==> src/pkg/cc_array_pkg.sv <==
package cc_array_pkg;
    // =====================================================================
    // Register map (plain port, byte-wide registers).
    localparam int ADDR_W = 5;
    localparam int DATA_W = 8;
    localparam logic [4:0] OFF_CONTROL = 5'h00;
    localparam logic [4:0] OFF_IRQ_MASK = 5'h01;
    localparam logic [4:0] OFF_CNT_LOW = 5'h02;
    localparam logic [4:0] OFF_CNT_HIGH = 5'h03;
    localparam logic [4:0] OFF_TICK_DIV = 5'h04;
    localparam logic [4:0] OFF_MODE_BASE = 5'h08;
    localparam logic [4:0] OFF_CAP_LOW_BASE = 5'h10;
    localparam logic [4:0] OFF_CAP_HIGH_BASE = 5'h18;
    // =====================================================================
    // Field positions of module_mode_reg.
    localparam int B_IRQ_EN = 0;
    localparam int B_PWM_EN = 1;
    localparam int B_TOGGLE = 2;
    localparam int B_MATCH = 3;
    localparam int B_CAP_FALL = 4;
    localparam int B_CAP_RISE = 5;
    localparam int B_CMP_EN = 6;
    // Control register: bit 7 runs the counter, low bits are the event flags.
    localparam int B_RUN = 7;
    localparam logic [7:0] RST_BYTE = 8'h00;
    localparam logic [7:0] BYTE_MAX = 8'hff;
    localparam logic [7:0] DIV_DEFAULT = 8'h00;
endpackage

==> src/verilog/cc_tick_div.sv <==
`timescale 1ns/1ns
module cc_tick_div
    import cc_array_pkg::*;
(
    input wire logic sys_clk_i, // System clock.
    input wire logic rst_b_i, // Async reset, active low.
    input wire logic run_i, // Counting allowed.
    input wire logic [7:0] div_i, // Ticks come every div_i+1 clocks.
    output logic tick_o // One-cycle tick enable.
);
    logic [7:0] cnt_r, cnt_nxt;
    logic tick_nxt;

    always_comb begin
        cnt_nxt = cnt_r;
        tick_nxt = 1'b0;
        if (!run_i) begin
            cnt_nxt = RST_BYTE;
        end else if (cnt_r >= div_i) begin
            cnt_nxt = RST_BYTE;
            tick_nxt = 1'b1;
        end else begin
            cnt_nxt = cnt_r + 8'h01;
        end
    end

    always_ff @(posedge sys_clk_i or negedge rst_b_i) begin
        if (!rst_b_i) begin
            cnt_r <= RST_BYTE;
            tick_o <= 1'b0;
        end else begin
            cnt_r <= cnt_nxt;
            tick_o <= tick_nxt;
        end
    end
endmodule

==> src/verilog/cc_module.sv <==
`timescale 1ns/1ns
module cc_module
    import cc_array_pkg::*;
(
    input wire logic sys_clk_i, // System clock.
    input wire logic rst_b_i, // Async reset, active low.
    input wire logic [7:0] mode_i, // module_mode_reg contents.
    input wire logic [15:0] count_i, // Shared counter value.
    input wire logic tick_i, // Counter advances after this cycle.
    input wire logic pin_i, // Sampled module_io_pin level.
    input wire logic cap_low_we_i, // Software write of capture_low_byte.
    input wire logic cap_high_we_i, // Software write of capture_high_byte.
    input wire logic [7:0] wdata_i, // Software write data.
    output logic [7:0] cap_low_o, // capture_low_byte.
    output logic [7:0] cap_high_o, // capture_high_byte.
    output logic pin_o, // module_io_pin drive level.
    output logic event_o // One-cycle match or capture event.
);
    logic [7:0] low_r, low_nxt, high_r, high_nxt;
    logic pin_r, pin_nxt, prev_r, ev_r, ev_nxt;
    logic match, rise, fall, capture;

    assign match = tick_i && mode_i[B_CMP_EN] && (count_i == {high_r, low_r});
    assign rise = pin_i && !prev_r;
    assign fall = !pin_i && prev_r;
    assign capture = (rise && mode_i[B_CAP_RISE]) || (fall && mode_i[B_CAP_FALL]);

    always_comb begin
        low_nxt = low_r;
        high_nxt = high_r;
        pin_nxt = pin_r;
        ev_nxt = 1'b0;
        if (cap_low_we_i) begin
            low_nxt = wdata_i;
        end
        if (cap_high_we_i) begin
            high_nxt = wdata_i;
        end
        if (capture) begin
            low_nxt = count_i[7:0];
            high_nxt = count_i[15:8];
            ev_nxt = 1'b1;
        end
        if (mode_i[B_PWM_EN] && mode_i[B_CMP_EN]) begin
            pin_nxt = (count_i[7:0] >= low_r);
            if (tick_i && count_i[7:0] == BYTE_MAX) begin
                low_nxt = high_r;
            end
        end else if (match) begin
            if (mode_i[B_TOGGLE]) begin
                pin_nxt = !pin_r;
            end
            if (mode_i[B_MATCH]) begin
                ev_nxt = 1'b1;
            end
        end
    end

    always_ff @(posedge sys_clk_i or negedge rst_b_i) begin
        if (!rst_b_i) begin
            low_r <= RST_BYTE;
            high_r <= RST_BYTE;
            pin_r <= 1'b1;
            prev_r <= 1'b1;
            ev_r <= 1'b0;
        end else begin
            low_r <= low_nxt;
            high_r <= high_nxt;
            pin_r <= pin_nxt;
            prev_r <= pin_i;
            ev_r <= ev_nxt;
        end
    end

    assign cap_low_o = low_r;
    assign cap_high_o = high_r;
    assign pin_o = pin_r;
    assign event_o = ev_r;
endmodule

==> src/verilog/cc_array_top.sv <==
// Decided for this implementation: the address-and-strobe port and the placing of the registers.
`timescale 1ns/1ns
// What this block does
// - Each of five modules has a mode register.
// - Interrupt enable lets the event flag interrupt.
// - Toggle bit inverts pin on counter match.
// - Match bit sets event flag on match.
// - Capture edges chosen: falling, rising, or both.
// - Comparator works only while comparator enabled.
// - Valid pin edge copies counter into capture.
// - Interrupt needs both event flag and enable.
// - All PWM outputs share one counter.
// - PWM low below duty byte, else high.
// - Low byte wrap reloads duty from high byte.
module cc_array_top
    import cc_array_pkg::*;
#(
    parameter int N_MOD = 5
) (
    input wire logic sys_clk_i, // System clock, 50 MHz.
    input wire logic rst_b_i, // Async reset, active low.
    input wire logic [ADDR_W-1:0] addr_i, // Register address.
    input wire logic [DATA_W-1:0] wdata_i, // Write data.
    input wire logic wr_i, // Write strobe.
    input wire logic rd_i, // Read strobe.
    output logic [DATA_W-1:0] rdata_o, // Read data, cycle after rd_i.
    input wire logic [N_MOD-1:0] pin_i, // module_io_pin input levels.
    output logic [N_MOD-1:0] pin_o, // module_io_pin output levels.
    output logic [N_MOD-1:0] pin_oe_o, // High while module drives its pin.
    output logic irq_o // Level interrupt.
);
    // =====================================================================
    // Register state.
    logic [7:0] mode_r [N_MOD];
    logic [7:0] mode_nxt [N_MOD];
    logic [N_MOD-1:0] flag_r, flag_nxt, mask_r, mask_nxt;
    logic run_r, run_nxt;
    logic [15:0] count_r, count_nxt;
    logic [7:0] div_r, div_nxt;
    logic [7:0] rdata_nxt;
    logic irq_nxt;
    logic [N_MOD-1:0] pin_oe_nxt;
    logic tick;
    logic [N_MOD-1:0] events, pin_mod;
    logic [7:0] cap_low [N_MOD];
    logic [7:0] cap_high [N_MOD];
    logic [N_MOD-1:0] we_low, we_high;

    cc_tick_div u_div (
        .sys_clk_i(sys_clk_i),
        .rst_b_i(rst_b_i),
        .run_i(run_r),
        .div_i(div_r),
        .tick_o(tick)
    );

    // =====================================================================
    // Modules.
    for (genvar g = 0; g < N_MOD; g++) begin : g_mod
        assign we_low[g] = wr_i && (addr_i == OFF_CAP_LOW_BASE + ADDR_W'(g));
        assign we_high[g] = wr_i && (addr_i == OFF_CAP_HIGH_BASE + ADDR_W'(g));
        cc_module u_mod (
            .sys_clk_i(sys_clk_i),
            .rst_b_i(rst_b_i),
            .mode_i(mode_r[g]),
            .count_i(count_r),
            .tick_i(tick),
            .pin_i(pin_i[g]),
            .cap_low_we_i(we_low[g]),
            .cap_high_we_i(we_high[g]),
            .wdata_i(wdata_i),
            .cap_low_o(cap_low[g]),
            .cap_high_o(cap_high[g]),
            .pin_o(pin_mod[g]),
            .event_o(events[g])
        );
    end

    // =====================================================================
    // Next-state logic.
    always_comb begin
        count_nxt = count_r;
        div_nxt = div_r;
        run_nxt = run_r;
        mask_nxt = mask_r;
        flag_nxt = flag_r;
        rdata_nxt = RST_BYTE;
        for (int i = 0; i < N_MOD; i++) begin
            mode_nxt[i] = mode_r[i];
            pin_oe_nxt[i] = mode_r[i][B_CMP_EN] && (mode_r[i][B_TOGGLE] || mode_r[i][B_PWM_EN]);
        end
        if (tick) begin
            count_nxt = count_r + 16'h0001;
        end
        if (wr_i) begin
            if (addr_i == OFF_CONTROL) begin
                run_nxt = wdata_i[B_RUN];
                // Write one to clear a flag.
                flag_nxt = flag_r & ~wdata_i[N_MOD-1:0];
            end
            if (addr_i == OFF_IRQ_MASK) begin
                mask_nxt = wdata_i[N_MOD-1:0];
            end
            if (addr_i == OFF_CNT_LOW) begin
                count_nxt[7:0] = wdata_i;
            end
            if (addr_i == OFF_CNT_HIGH) begin
                count_nxt[15:8] = wdata_i;
            end
            if (addr_i == OFF_TICK_DIV) begin
                div_nxt = wdata_i;
            end
            for (int i = 0; i < N_MOD; i++) begin
                if (addr_i == OFF_MODE_BASE + ADDR_W'(i)) begin
                    mode_nxt[i] = {1'b0, wdata_i[6:0]};
                end
            end
        end
        // Hardware set wins over a clear in the same cycle.
        flag_nxt = flag_nxt | events;
        if (rd_i) begin
            if (addr_i == OFF_CONTROL) begin
                rdata_nxt = 8'(flag_r) | ({7'h00, run_r} << B_RUN);
            end
            if (addr_i == OFF_IRQ_MASK) begin
                rdata_nxt = 8'(mask_r);
            end
            if (addr_i == OFF_CNT_LOW) begin
                rdata_nxt = count_r[7:0];
            end
            if (addr_i == OFF_CNT_HIGH) begin
                rdata_nxt = count_r[15:8];
            end
            if (addr_i == OFF_TICK_DIV) begin
                rdata_nxt = div_r;
            end
            for (int i = 0; i < N_MOD; i++) begin
                if (addr_i == OFF_MODE_BASE + ADDR_W'(i)) begin
                    rdata_nxt = mode_r[i];
                end
                if (addr_i == OFF_CAP_LOW_BASE + ADDR_W'(i)) begin
                    rdata_nxt = cap_low[i];
                end
                if (addr_i == OFF_CAP_HIGH_BASE + ADDR_W'(i)) begin
                    rdata_nxt = cap_high[i];
                end
            end
        end
        irq_nxt = 1'b0;
        for (int i = 0; i < N_MOD; i++) begin
            // Interrupt enable lives in each mode register; mask gates it too.
            if (flag_r[i] && mode_r[i][B_IRQ_EN] && mask_r[i]) begin
                irq_nxt = 1'b1;
            end
        end
    end

    always_ff @(posedge sys_clk_i or negedge rst_b_i) begin
        if (!rst_b_i) begin
            for (int i = 0; i < N_MOD; i++) begin
                mode_r[i] <= RST_BYTE;
            end
            flag_r <= '0;
            mask_r <= '0;
            run_r <= 1'b0;
            count_r <= 16'h0000;
            div_r <= DIV_DEFAULT;
            rdata_o <= RST_BYTE;
            irq_o <= 1'b0;
            pin_oe_o <= '0;
            pin_o <= '1;
        end else begin
            mode_r <= mode_nxt;
            flag_r <= flag_nxt;
            mask_r <= mask_nxt;
            run_r <= run_nxt;
            count_r <= count_nxt;
            div_r <= div_nxt;
            rdata_o <= rdata_nxt;
            irq_o <= irq_nxt;
            pin_oe_o <= pin_oe_nxt;
            pin_o <= pin_mod;
        end
    end

    // =====================================================================
    // Checks.
    property p_irq_cause;
        @(posedge sys_clk_i) disable iff (!rst_b_i)
        irq_o |-> $past(|(flag_r & mask_r));
    endproperty
    a_irq_cause: assert property (p_irq_cause) else $error("irq without flag");

    property p_flag_sticky;
        @(posedge sys_clk_i) disable iff (!rst_b_i)
        (flag_r[0] && !(wr_i && addr_i == OFF_CONTROL && wdata_i[0])) |=> flag_r[0];
    endproperty
    a_flag_sticky: assert property (p_flag_sticky) else $error("flag lost");

    property p_event_sets;
        @(posedge sys_clk_i) disable iff (!rst_b_i)
        events[0] |=> flag_r[0];
    endproperty
    a_event_sets: assert property (p_event_sets) else $error("event not flagged");

    property p_count_step;
        @(posedge sys_clk_i) disable iff (!rst_b_i)
        (tick && !wr_i) |=> count_r == $past(count_r) + 16'h0001;
    endproperty
    a_count_step: assert property (p_count_step) else $error("counter step");

    property p_no_cmp;
        @(posedge sys_clk_i) disable iff (!rst_b_i)
        (!mode_r[0][B_CMP_EN] && !mode_r[0][B_CAP_FALL] && !mode_r[0][B_CAP_RISE]) |=> !events[0];
    endproperty
    a_no_cmp: assert property (p_no_cmp) else $error("event while off");

    property p_pwm_level;
        @(posedge sys_clk_i) disable iff (!rst_b_i)
        (mode_r[0][B_PWM_EN] && mode_r[0][B_CMP_EN] && $stable(mode_r[0]))
            |=> ##1 pin_o[0] == ($past(count_r[7:0], 2) >= $past(cap_low[0], 2));
    endproperty
    a_pwm_level: assert property (p_pwm_level) else $error("pwm level");

    property p_reload;
        @(posedge sys_clk_i) disable iff (!rst_b_i)
        (mode_r[0][B_PWM_EN] && mode_r[0][B_CMP_EN] && tick && count_r[7:0] == BYTE_MAX
            && !mode_r[0][B_CAP_FALL] && !mode_r[0][B_CAP_RISE])
            |=> cap_low[0] == $past(cap_high[0]);
    endproperty
    a_reload: assert property (p_reload) else $error("duty reload");

    property p_count_hold;
        @(posedge sys_clk_i) disable iff (!rst_b_i)
        (!tick && !wr_i) |=> count_r == $past(count_r);
    endproperty
    a_count_hold: assert property (p_count_hold) else $error("counter moved");

    property p_tick_stop;
        @(posedge sys_clk_i) disable iff (!rst_b_i)
        !run_r |=> !tick;
    endproperty
    a_tick_stop: assert property (p_tick_stop) else $error("tick while stopped");

    // =====================================================================
    // Per-module checks; every module is watched, since scenarios use different ones.
    for (genvar a = 0; a < N_MOD; a++) begin : g_chk
        property p_toggle;
            @(posedge sys_clk_i) disable iff (!rst_b_i)
            (tick && mode_r[a] == 8'h4c && count_r == {cap_high[a], cap_low[a]})
                |=> ##1 pin_o[a] != $past(pin_o[a]);
        endproperty
        a_toggle: assert property (p_toggle) else $error("no toggle");

        // Outside PWM a pin changes only through a toggle match.
        property p_pin_hold;
            @(posedge sys_clk_i) disable iff (!rst_b_i)
            (!mode_r[a][B_PWM_EN] && !(tick && mode_r[a][B_CMP_EN] && mode_r[a][B_TOGGLE]))
                |=> ##1 pin_o[a] == $past(pin_o[a]);
        endproperty
        a_pin_hold: assert property (p_pin_hold) else $error("pin moved");

        property p_match_flag;
            @(posedge sys_clk_i) disable iff (!rst_b_i)
            (tick && mode_r[a][B_CMP_EN] && mode_r[a][B_MATCH] && !mode_r[a][B_PWM_EN]
                && count_r == {cap_high[a], cap_low[a]})
                |=> ##1 flag_r[a];
        endproperty
        a_match_flag: assert property (p_match_flag) else $error("match not flagged");

        // Only an event raises a flag, so a flag never appears on its own.
        property p_flag_rise;
            @(posedge sys_clk_i) disable iff (!rst_b_i)
            (!flag_r[a] && !events[a]) |=> !flag_r[a];
        endproperty
        a_flag_rise: assert property (p_flag_rise) else $error("flag without event");

        // A capture in PWM mode may be overwritten by the duty reload, so PWM is left out.
        property p_cap_load;
            @(posedge sys_clk_i) disable iff (!rst_b_i)
            (!mode_r[a][B_PWM_EN]
                && ((mode_r[a][B_CAP_RISE] && pin_i[a] && !$past(pin_i[a]))
                || (mode_r[a][B_CAP_FALL] && !pin_i[a] && $past(pin_i[a]))))
                |=> {cap_high[a], cap_low[a]} == $past(count_r);
        endproperty
        a_cap_load: assert property (p_cap_load) else $error("capture value");

        property p_irq_level;
            @(posedge sys_clk_i) disable iff (!rst_b_i)
            (flag_r[a] && mode_r[a][B_IRQ_EN] && mask_r[a]) |=> irq_o;
        endproperty
        a_irq_level: assert property (p_irq_level) else $error("irq missing");

        property p_mode_read;
            @(posedge sys_clk_i) disable iff (!rst_b_i)
            (rd_i && addr_i == OFF_MODE_BASE + ADDR_W'(a)) |=> rdata_o == $past(mode_r[a]);
        endproperty
        a_mode_read: assert property (p_mode_read) else $error("mode readback");

        property p_pwm_drive;
            @(posedge sys_clk_i) disable iff (!rst_b_i)
            (mode_r[a][B_PWM_EN] && mode_r[a][B_CMP_EN]) |=> pin_oe_o[a];
        endproperty
        a_pwm_drive: assert property (p_pwm_drive) else $error("pwm pin not driven");
    end
endmodule

==> config.mk <==
export PLATFORM = sky130hd
export DESIGN_NAME = cc_array_top
export DESIGN_NICKNAME = d
export VERILOG_FILES = /design/src/pkg/cc_array_pkg.sv /design/src/verilog/cc_tick_div.sv /design/src/verilog/cc_module.sv /design/src/verilog/cc_array_top.sv
export SDC_FILE = /design/constraint.sdc
export NUM_CORES = 1
export LEC_CHECK = 0
export BUFFER_PORTS_ARGS = -buffer_cell sky130_fd_sc_hd__buf_2
export CAP_MARGIN = 25
export CORE_MARGIN = 5
export CORE_UTILIZATION = 57
export DETAILED_ROUTE_END_ITERATION = 6
export PLACE_DENSITY = 0.81
export SYNTH_ARGS = -nofsm -noshare
export SYNTH_HDL_FRONTEND = slang
export SYNTH_SLANG_ARGS = --single-unit
==> constraint.sdc <==
create_clock -name sys_clk_i -period 2.5 [get_ports sys_clk_i]
set_clock_uncertainty 0.05 [all_clocks]
set_input_delay 0.625 -clock sys_clk_i [delete_from_list [all_inputs] [get_ports sys_clk_i]]
set_output_delay 0.625 -clock sys_clk_i [all_outputs]
set_load 0.01 [all_outputs]
==> metrics list, run 1 <==
* Met1 Usage GRT: 55.25%
* Worst Hold Margin: 0.00006489 ns
- VDD sags by at most 0.0006899 V.
* Routability congestion estimate from global placement: 1.096
- Summed over all layers, the global routing overflow is 0.
- Average wire per cell in the routed design: 27.51 µm
* Synthesized net count: 1399
- Port buffering added 40 buffers.
- The core region is 21090 µm².
- For this block, the initial DRC count from the detailed router was 1821.
- Max-cap violation count: 0
- The finished cells cover 14550 µm².
- Primary flip-flop cell chosen by synthesis mapping: sky130_fd_sc_hd__dfrtp_1
- Ranked by total cell area, the synthesized netlist is headed by sky130_fd_sc_hd__dfrtp_1, sky130_fd_sc_hd__mux2_2, sky130_fd_sc_hd__mux2i_1.
- Of the available clock period, the critical path in the final layout requires 96.33%.
- For this run, the number of Yosys warnings is 0.
- Fill cells in the final layout number 1666.
- Post-synth ARST share: 100.0%
* Width of the die: 156.8 µm
- For the pin with the worst max-slew slack, the measured transition is 0.8171 ns.
* Largest net degree at the start of global routing: 61
- The H-tree was split into 4 levels.
- TritonRoute pass-1 iters: 7
- Worst hold path class: input port to async pin
- Total Routed Length: 48.39 mm
- Counting flops with a built-in enable in the synthesized netlist gives 0.
- Number of cells traversed by the worst register-to-register path: 8
- The first global-routing pass estimated 72.06 mm of wire.
- Type of the worst setup path: flip-flop to flip-flop
- Power density normalized to cell area: 1022 nW/µm²
- By count the netlist is led by sky130_fd_sc_hd__dfrtp_1, sky130_fd_sc_hd__nand2_1, sky130_fd_sc_hd__o21ai_0.
* Number of placed instances, taps included: 1727
- Clock-pin slew was measured on the worst setup and hold paths at 0.09 ns.
* Post-synthesis cell type count: 70
- The die covers 24570 µm².
* Leakage power total: 6.793 nW
- Post-synthesis instance area: 12280 µm²
- Starting utilization of the core area: 58.21%
- After detailed routing, the number of remaining DRC violations is 0.
- The flow ran to the end, and the final reports show no timing, DRC or antenna violations.
- Clock tree from TritonCTS: yes
- Via/cell ratio: 6.662
- Final HPWL from detailed placement: 36.31 mm
* Overall routing resource usage: 39.54%
* ANT cells: 0
* Setup violation total in the final timing report: 0
* Clock tree root buffer cell: sky130_fd_sc_hd__clkbuf_16
- The cell count after synthesis came out at 1327.
- The worst path meets setup with 0.09180 ns of slack.
- For the worst setup path, the data arrival time is 2.74 ns.
- Die Y: 156.8 µm
- The number of antenna violations at the first check in global routing was 1.
* Category of the worst setup path capture point: flip-flop
- Critical-path maximum fanout: 5
* Crit path required time: 2.83 ns
- Number of global-route vias before repair: 11380
* Total CTS buffers: 17
- Summing all placed instances gives a cell area of 13880 µm².
- The worst pin sits at a relative slew slack of 45.11%.
- For this run, the number of standard cells in the final layout without fillers is 1759.
- The clock period could shrink to 2.408 ns.
- Top cell type by total area after synthesis: sky130_fd_sc_hd__dfrtp_1
- The number of max-slew violations in the final report is 0.
* GR Util met2: 58.44%
- Cells with a size suffix above 1 make up 26.62% of the layout.
- ANT nets after route: 0
- The design draws 14.88 mW.
* Final hold vios: 0
- The worst setup path is launched from a flip-flop.
- Compared with the post-synthesis result, the final layout area differs by 18.54%.
- Synthesis inferred 193 register bits.
- Timing would allow up to 0.4152 GHz.
* Final #Nets: 1543
* Number of placed I/O pins: 41
* Post-synthesis sequential area ratio: 39.50%
- No sink is reached through more buffers than the 2 on the longest clock path.
- sky130_fd_sc_hd__dfrtp_1 is the most common cell in the netlist.
- In this run the most used layer during global routing was met2.
- Clk Latency, worst-skew pair: 0.46 ns
- Summed over its instances, the top area cell type makes up 36.29% of the synthesized netlist area.
- The average instance in the mapped netlist occupies 9.251 µm².
- Post-placement setup slack: -0.1531 ns
* Row cnt: 53
- For this design, the sink count on the clock tree is 193.
* Total via count after detailed routing: 11720
- For this run, global-route usage on met3 was measured as 8.711%.
==> routing by layer <==
layer | part of all wire [%] | vias up
met5 | 0.029 | -
met3 | 11 | 198
met2 | 43 | 833
met1 | 40 | 5655
li1 | - | 5030
met4 | 6.1 | 2
==> report_power, final <==
part	internal, mW	total [mW]	leakage (nW)	switching [mW]
clock network	1.41	2.94	0.302	1.53
registers	4.24	5.90	2.35	1.66
logic	2.76	6.03	4.15	3.27
total	8.42	14.9	6.79	6.46
==> layout by cell type, fill, tap and decap left out, types with 13 or more instances in the layout <==
cell,n
sky130_fd_sc_hd__dfrtp_1,176
sky130_fd_sc_hd__a21o_1,19
sky130_fd_sc_hd__nand2_1,158
sky130_fd_sc_hd__mux2_2,83
sky130_fd_sc_hd__a21oi_1,59
sky130_fd_sc_hd__buf_2,39
sky130_fd_sc_hd__dfstp_2,15
sky130_fd_sc_hd__and3_1,13
sky130_fd_sc_hd__xor2_1,23
sky130_fd_sc_hd__inv_1,56
sky130_fd_sc_hd__nand2b_1,15
sky130_fd_sc_hd__o21ai_0,133
sky130_fd_sc_hd__ha_1,49
sky130_fd_sc_hd__mux2i_1,80
sky130_fd_sc_hd__o22ai_1,13
sky130_fd_sc_hd__nor2_1,52
sky130_fd_sc_hd__nor3_1,17
sky130_fd_sc_hd__nand3_1,40
sky130_fd_sc_hd__nand4_1,18
sky130_fd_sc_hd__buf_4,174
sky130_fd_sc_hd__xnor2_1,43
sky130_fd_sc_hd__nor2b_1,13
sky130_fd_sc_hd__clkbuf_16,17
==> critical path, stage by stage, from the launching register on <==
cell                       delay [ns]
sky130_fd_sc_hd__dfrtp_1         0.44
sky130_fd_sc_hd__buf_4           0.20
sky130_fd_sc_hd__ha_1            0.30
sky130_fd_sc_hd__nand4_1         0.12
sky130_fd_sc_hd__or4_1           0.58
sky130_fd_sc_hd__nor3_4          0.22
sky130_fd_sc_hd__nand2_1         0.10
sky130_fd_sc_hd__xor2_1          0.14
sky130_fd_sc_hd__a21boi_0        0.17
==> through the flow <==
stage | utilization (%) | TNS (ns)
after detailed placement | 65.81 | -0.6223
after CTS | 68.80 | 0
after global placement | 65.76 | -0.6305
final | 69.00 | 0
after global routing | 69.00 | -0.01054
after floorplan | - | 0
==> final timing paths <==
check | start | to | slack, ns
min reg2reg | g_mod[2].u_mod.pin_o$_DFFE_PN1P_ | pin_o[2]$_DFF_PN1_ | 0.32
max reg2reg | count_r[1]$_DFF_PN0_ | g_mod[0].u_mod.pin_o$_DFFE_PN1P_ | 0.09
min | rst_b_i | g_mod[1].u_mod.cap_high_o[5]$_DFFE_PN0P_ | 0.00006
min in group sys_clk_i | pin_i[0] | g_mod[0].u_mod.prev_r$_DFF_PN1_ | 0.23
max in group asynchronous | rst_b_i | g_mod[4].u_mod.prev_r$_DFF_PN1_ | 1.74
max | count_r[1]$_DFF_PN0_ | g_mod[0].u_mod.pin_o$_DFFE_PN1P_ | 0.09
==> cell type report <==
class                           count  area, µm²  area share (%)
Clock inverter                     14      182.7           1.255
Tap cell                          275      344.1           2.365
Multi-Input combinational cell    981       6867           47.19
Clock buffer                       18      439.2           3.018
Sequential cell                   193       4851           33.34
Inverter                           56      210.2           1.445
Timing Repair Buffer              222       1658           11.39
==> repair_timing <==
action / 4_1_cts / 5_1_grt
buffers inserted: 0 / 0
pin swaps: 0 / 2
gates resized for setup: 3 / 8
hold endpoints to repair: 0 / 0
endpoints found under the setup margin: 2 / 6
hold buffers: 0 / 0
==> flip-flops by register name, indices dropped and copies added, names as in the netlist, 8 cells and up <==
name / cells
rdata_o: 8
count_r: 16
u_div.cnt_r: 8
g_mod.u_mod.cap_low_o: 40
mode_r: 35
div_r: 8
g_mod.u_mod.cap_high_o: 40
==> logic make-up (layout without fill, tap and decap cells) <==
family | Yosys count | count (layout) | share of synthesized area (%)
compound gates | 326 | 326 | 16.36
flops | 193 | 193 | 39.50
simple gates | 373 | 373 | 14.57
buf+inv | 153 | 310 | 5.086
xor+xnor | 66 | 66 | 4.709
mux | 166 | 166 | 14.69
fa+ha+maj | 50 | 50 | 5.096
No activity file was read; power rests on OpenSTA's default activity.
==> inputs of run 2 (changes only) <==
--- a/config.mk
+++ b/config.mk
@@ -8,9 +8,9 @@
 export BUFFER_PORTS_ARGS = -buffer_cell sky130_fd_sc_hd__buf_2
 export CAP_MARGIN = 25
 export CORE_MARGIN = 5
-export CORE_UTILIZATION = 57
+export CORE_UTILIZATION = 68
 export DETAILED_ROUTE_END_ITERATION = 6
-export PLACE_DENSITY = 0.81
+export PLACE_DENSITY = 0.9
 export SYNTH_ARGS = -nofsm -noshare
 export SYNTH_HDL_FRONTEND = slang
 export SYNTH_SLANG_ARGS = --single-unit
==> constraint.sdc (replaced) <==
create_clock -name sys_clk_i -period 3.15 [get_ports sys_clk_i]
set_clock_uncertainty 0.05 [all_clocks]
set_input_delay 0.7875 -clock sys_clk_i [delete_from_list [all_inputs] [get_ports sys_clk_i]]
set_output_delay 0.7875 -clock sys_clk_i [all_outputs]
set_load 0.01 [all_outputs]
==> metrics list, run 2 (synthesis results as in run 1) <==
- Setup repair after global routing left no endpoint under its margin.
- Clock tree root buffer cell: sky130_fd_sc_hd__clkbuf_16
- For this run the aggregate overflow at the end of global routing stands at 0.
* Count of H-tree levels built during CTS: 4
- The number of max-slew violations in the final report is 0.
* Final HPWL from detailed placement: 32.73 mm
* Type of the worst setup path: input port to flip-flop
- Share of cells above drive strength 1: 20.97%
- The analysis attributes to cell leakage a power of 6.282 nW.
* Sinks on the clock net: 193
* DRC Markers: 3
* CP startpoint kind: input port
* Row cnt: 49
* Post-placement setup slack: -0.06051 ns
- The number of global-route vias before repair is 11560.
- Data on the critical path is required at its endpoint by 3.45 ns.
- CTS clock-pin slew for the worst setup and hold paths: 0.08 ns
- Via/cell ratio: 7.124
* Number of setup buffers added after CTS: 0
- Minimum period implied by the final worst setup slack: 2.938 ns
* Category of the worst setup path capture point: flip-flop
- In the layout the commonest cells are sky130_fd_sc_hd__dfrtp_1, sky130_fd_sc_hd__nand2_1, sky130_fd_sc_hd__o21ai_0, sky130_fd_sc_hd__mux2_2, sky130_fd_sc_hd__buf_4.
* Leading cell type in the layout, fill and taps excluded: sky130_fd_sc_hd__dfrtp_1
- Max-cap violations in this run came to 0.
- ANT cells: 0
- Power density normalized to cell area: 831.4 nW/µm²
- Worst hold path class: input port to async pin
- Dividing the detail-routed wire length by the instance count gives 28.74 µm.
- Violations in the final reports: DRC
- Power comes to 11.36 mW.
- Derived from the worst setup path, the maximum achievable clock frequency is 0.3404 GHz.
* Total via count after detailed routing: 11520
- Relative slew slack: 25.62%
- Number of gates resized after cts: 0
- After detailed routing, the total wire length is 46.48 mm.
* DR iter-0 viols: 1470
* Initial antenna violation count: 4
- Relative to the synthesized area, the layout overhead comes to 11.28%.
* Max Root-Sink Buffers: 2
- The first global-routing pass estimated 70.41 mm of wire.
- Global routing used 45.90% of the available tracks across all layers.
- Final hold vios: 0
- Run status: complete, but fails checks
- Final #Nets: 1447
* Critical-path maximum fanout: 22
- Total die area: 20840 µm²
* Core Util, Final: 76.57%
- Die Y: 144.4 µm
- After routing, the total negative slack on setup checks comes to 0 ns.
- Measured along the x axis, the die boundary spans 144.4 µm.
* Number of buffers inserted by port buffering: 40
- TritonCTS built the clock tree.
- The layout has 1180 filler cells.
- Peak supply drop: 0.0007933 V
* ANT nets after route: 0
- 41 I/O pins were placed.
- Setup violations remaining at the end of the flow were counted as 0.
- Largest net degree at the start of global routing: 59
- Dividing the final minimum period by the clock period gives 93.27%.
* Total CTS buffers: 17
* Worst Hold Margin: 0.2849 ns
- At the later pin of the worst-skew pair, clock insertion delay measures 0.44 ns.
- For the worst setup path, the data arrival time is 3.24 ns.
* Final critical-path setup slack: 0.2119 ns
* Worst slew pin tran: 1.107 ns
* Routability congestion estimate from global placement: 1.104
* Total core area: 17840 µm²
- Hold-fix buffers at CTS: 0
- TritonRoute pass-1 iters: 7
- For this configuration, the core starts out at a cell density of 68.81%.
-- run 2: where the power goes --
group | internal [mW] | total, mW | switching [mW]
Sequential | 3.36 | 4.80 | 1.43
Clock | 1.14 | 2.20 | 1.05
Combinational | 2.01 | 4.36 | 2.35
-- run 2: worst paths after layout --
check / from / endpoint / slack, ns / depth (start not counted)
worst max register to register: count_r[7]$_DFF_PN0_ / g_mod[0].u_mod.pin_o$_DFFE_PN1P_ / 0.26 / 8
max in group asynchronous: rst_b_i / pin_o[4]$_DFF_PN1_ / 2.01 / 2
worst min register to register: g_mod[3].u_mod.pin_o$_DFFE_PN1P_ / pin_o[3]$_DFF_PN1_ / 0.33 / 0
worst max-delay path: addr_i[0] / rdata_o[5]$_DFF_PN0_ / 0.21 / 7
min in group sys_clk_i: g_mod[3].u_mod.pin_o$_DFFE_PN1P_ / pin_o[3]$_DFF_PN1_ / 0.33 / 0
worst min-delay path: rst_b_i / g_mod[2].u_mod.cap_low_o[5]$_DFF_PN0_ / 0.28 / 1
-- run 2: final cells by class --
cell class | instances | area [µm²] | share of cell area, %
clock inverter | 13 | 141.4 | 1.035
timing repair buffer | 126 | 904.6 | 6.622
tap | 229 | 286.5 | 2.097
inverter | 56 | 210.2 | 1.539
clock buffer | 19 | 442.9 | 3.242
sequential | 193 | 4848 | 35.49
multi-input combinational | 981 | 6827 | 49.97
-- run 2: per-layer routing --
layer  GRT usage (%)  share of wire [%]
met1           57.01                 35
met2           67.18                 43
met3           15.91                 13
met4           31.66                8.3
met5               0               0.10
-- run 2: through the flow --
step	cell area, µm²	std cells
2_1_floorplan	12280	1327
3_3_place_gp	13070	1585
3_5_place_dp	13070	1585
4_1_cts	13660	1617
5_1_grt	13660	1617
6_report	13660	1617
-- run 2: worst max-delay path: stages --
cell and delay [ns]:
sky130_fd_sc_hd__buf_2 0.39, sky130_fd_sc_hd__nand2b_1 0.32, sky130_fd_sc_hd__nor3_1 0.96, sky130_fd_sc_hd__a2111oi_0 0.16, sky130_fd_sc_hd__a31oi_1 0.33, sky130_fd_sc_hd__nor4_1 0.10, sky130_fd_sc_hd__o22ai_1 0.17
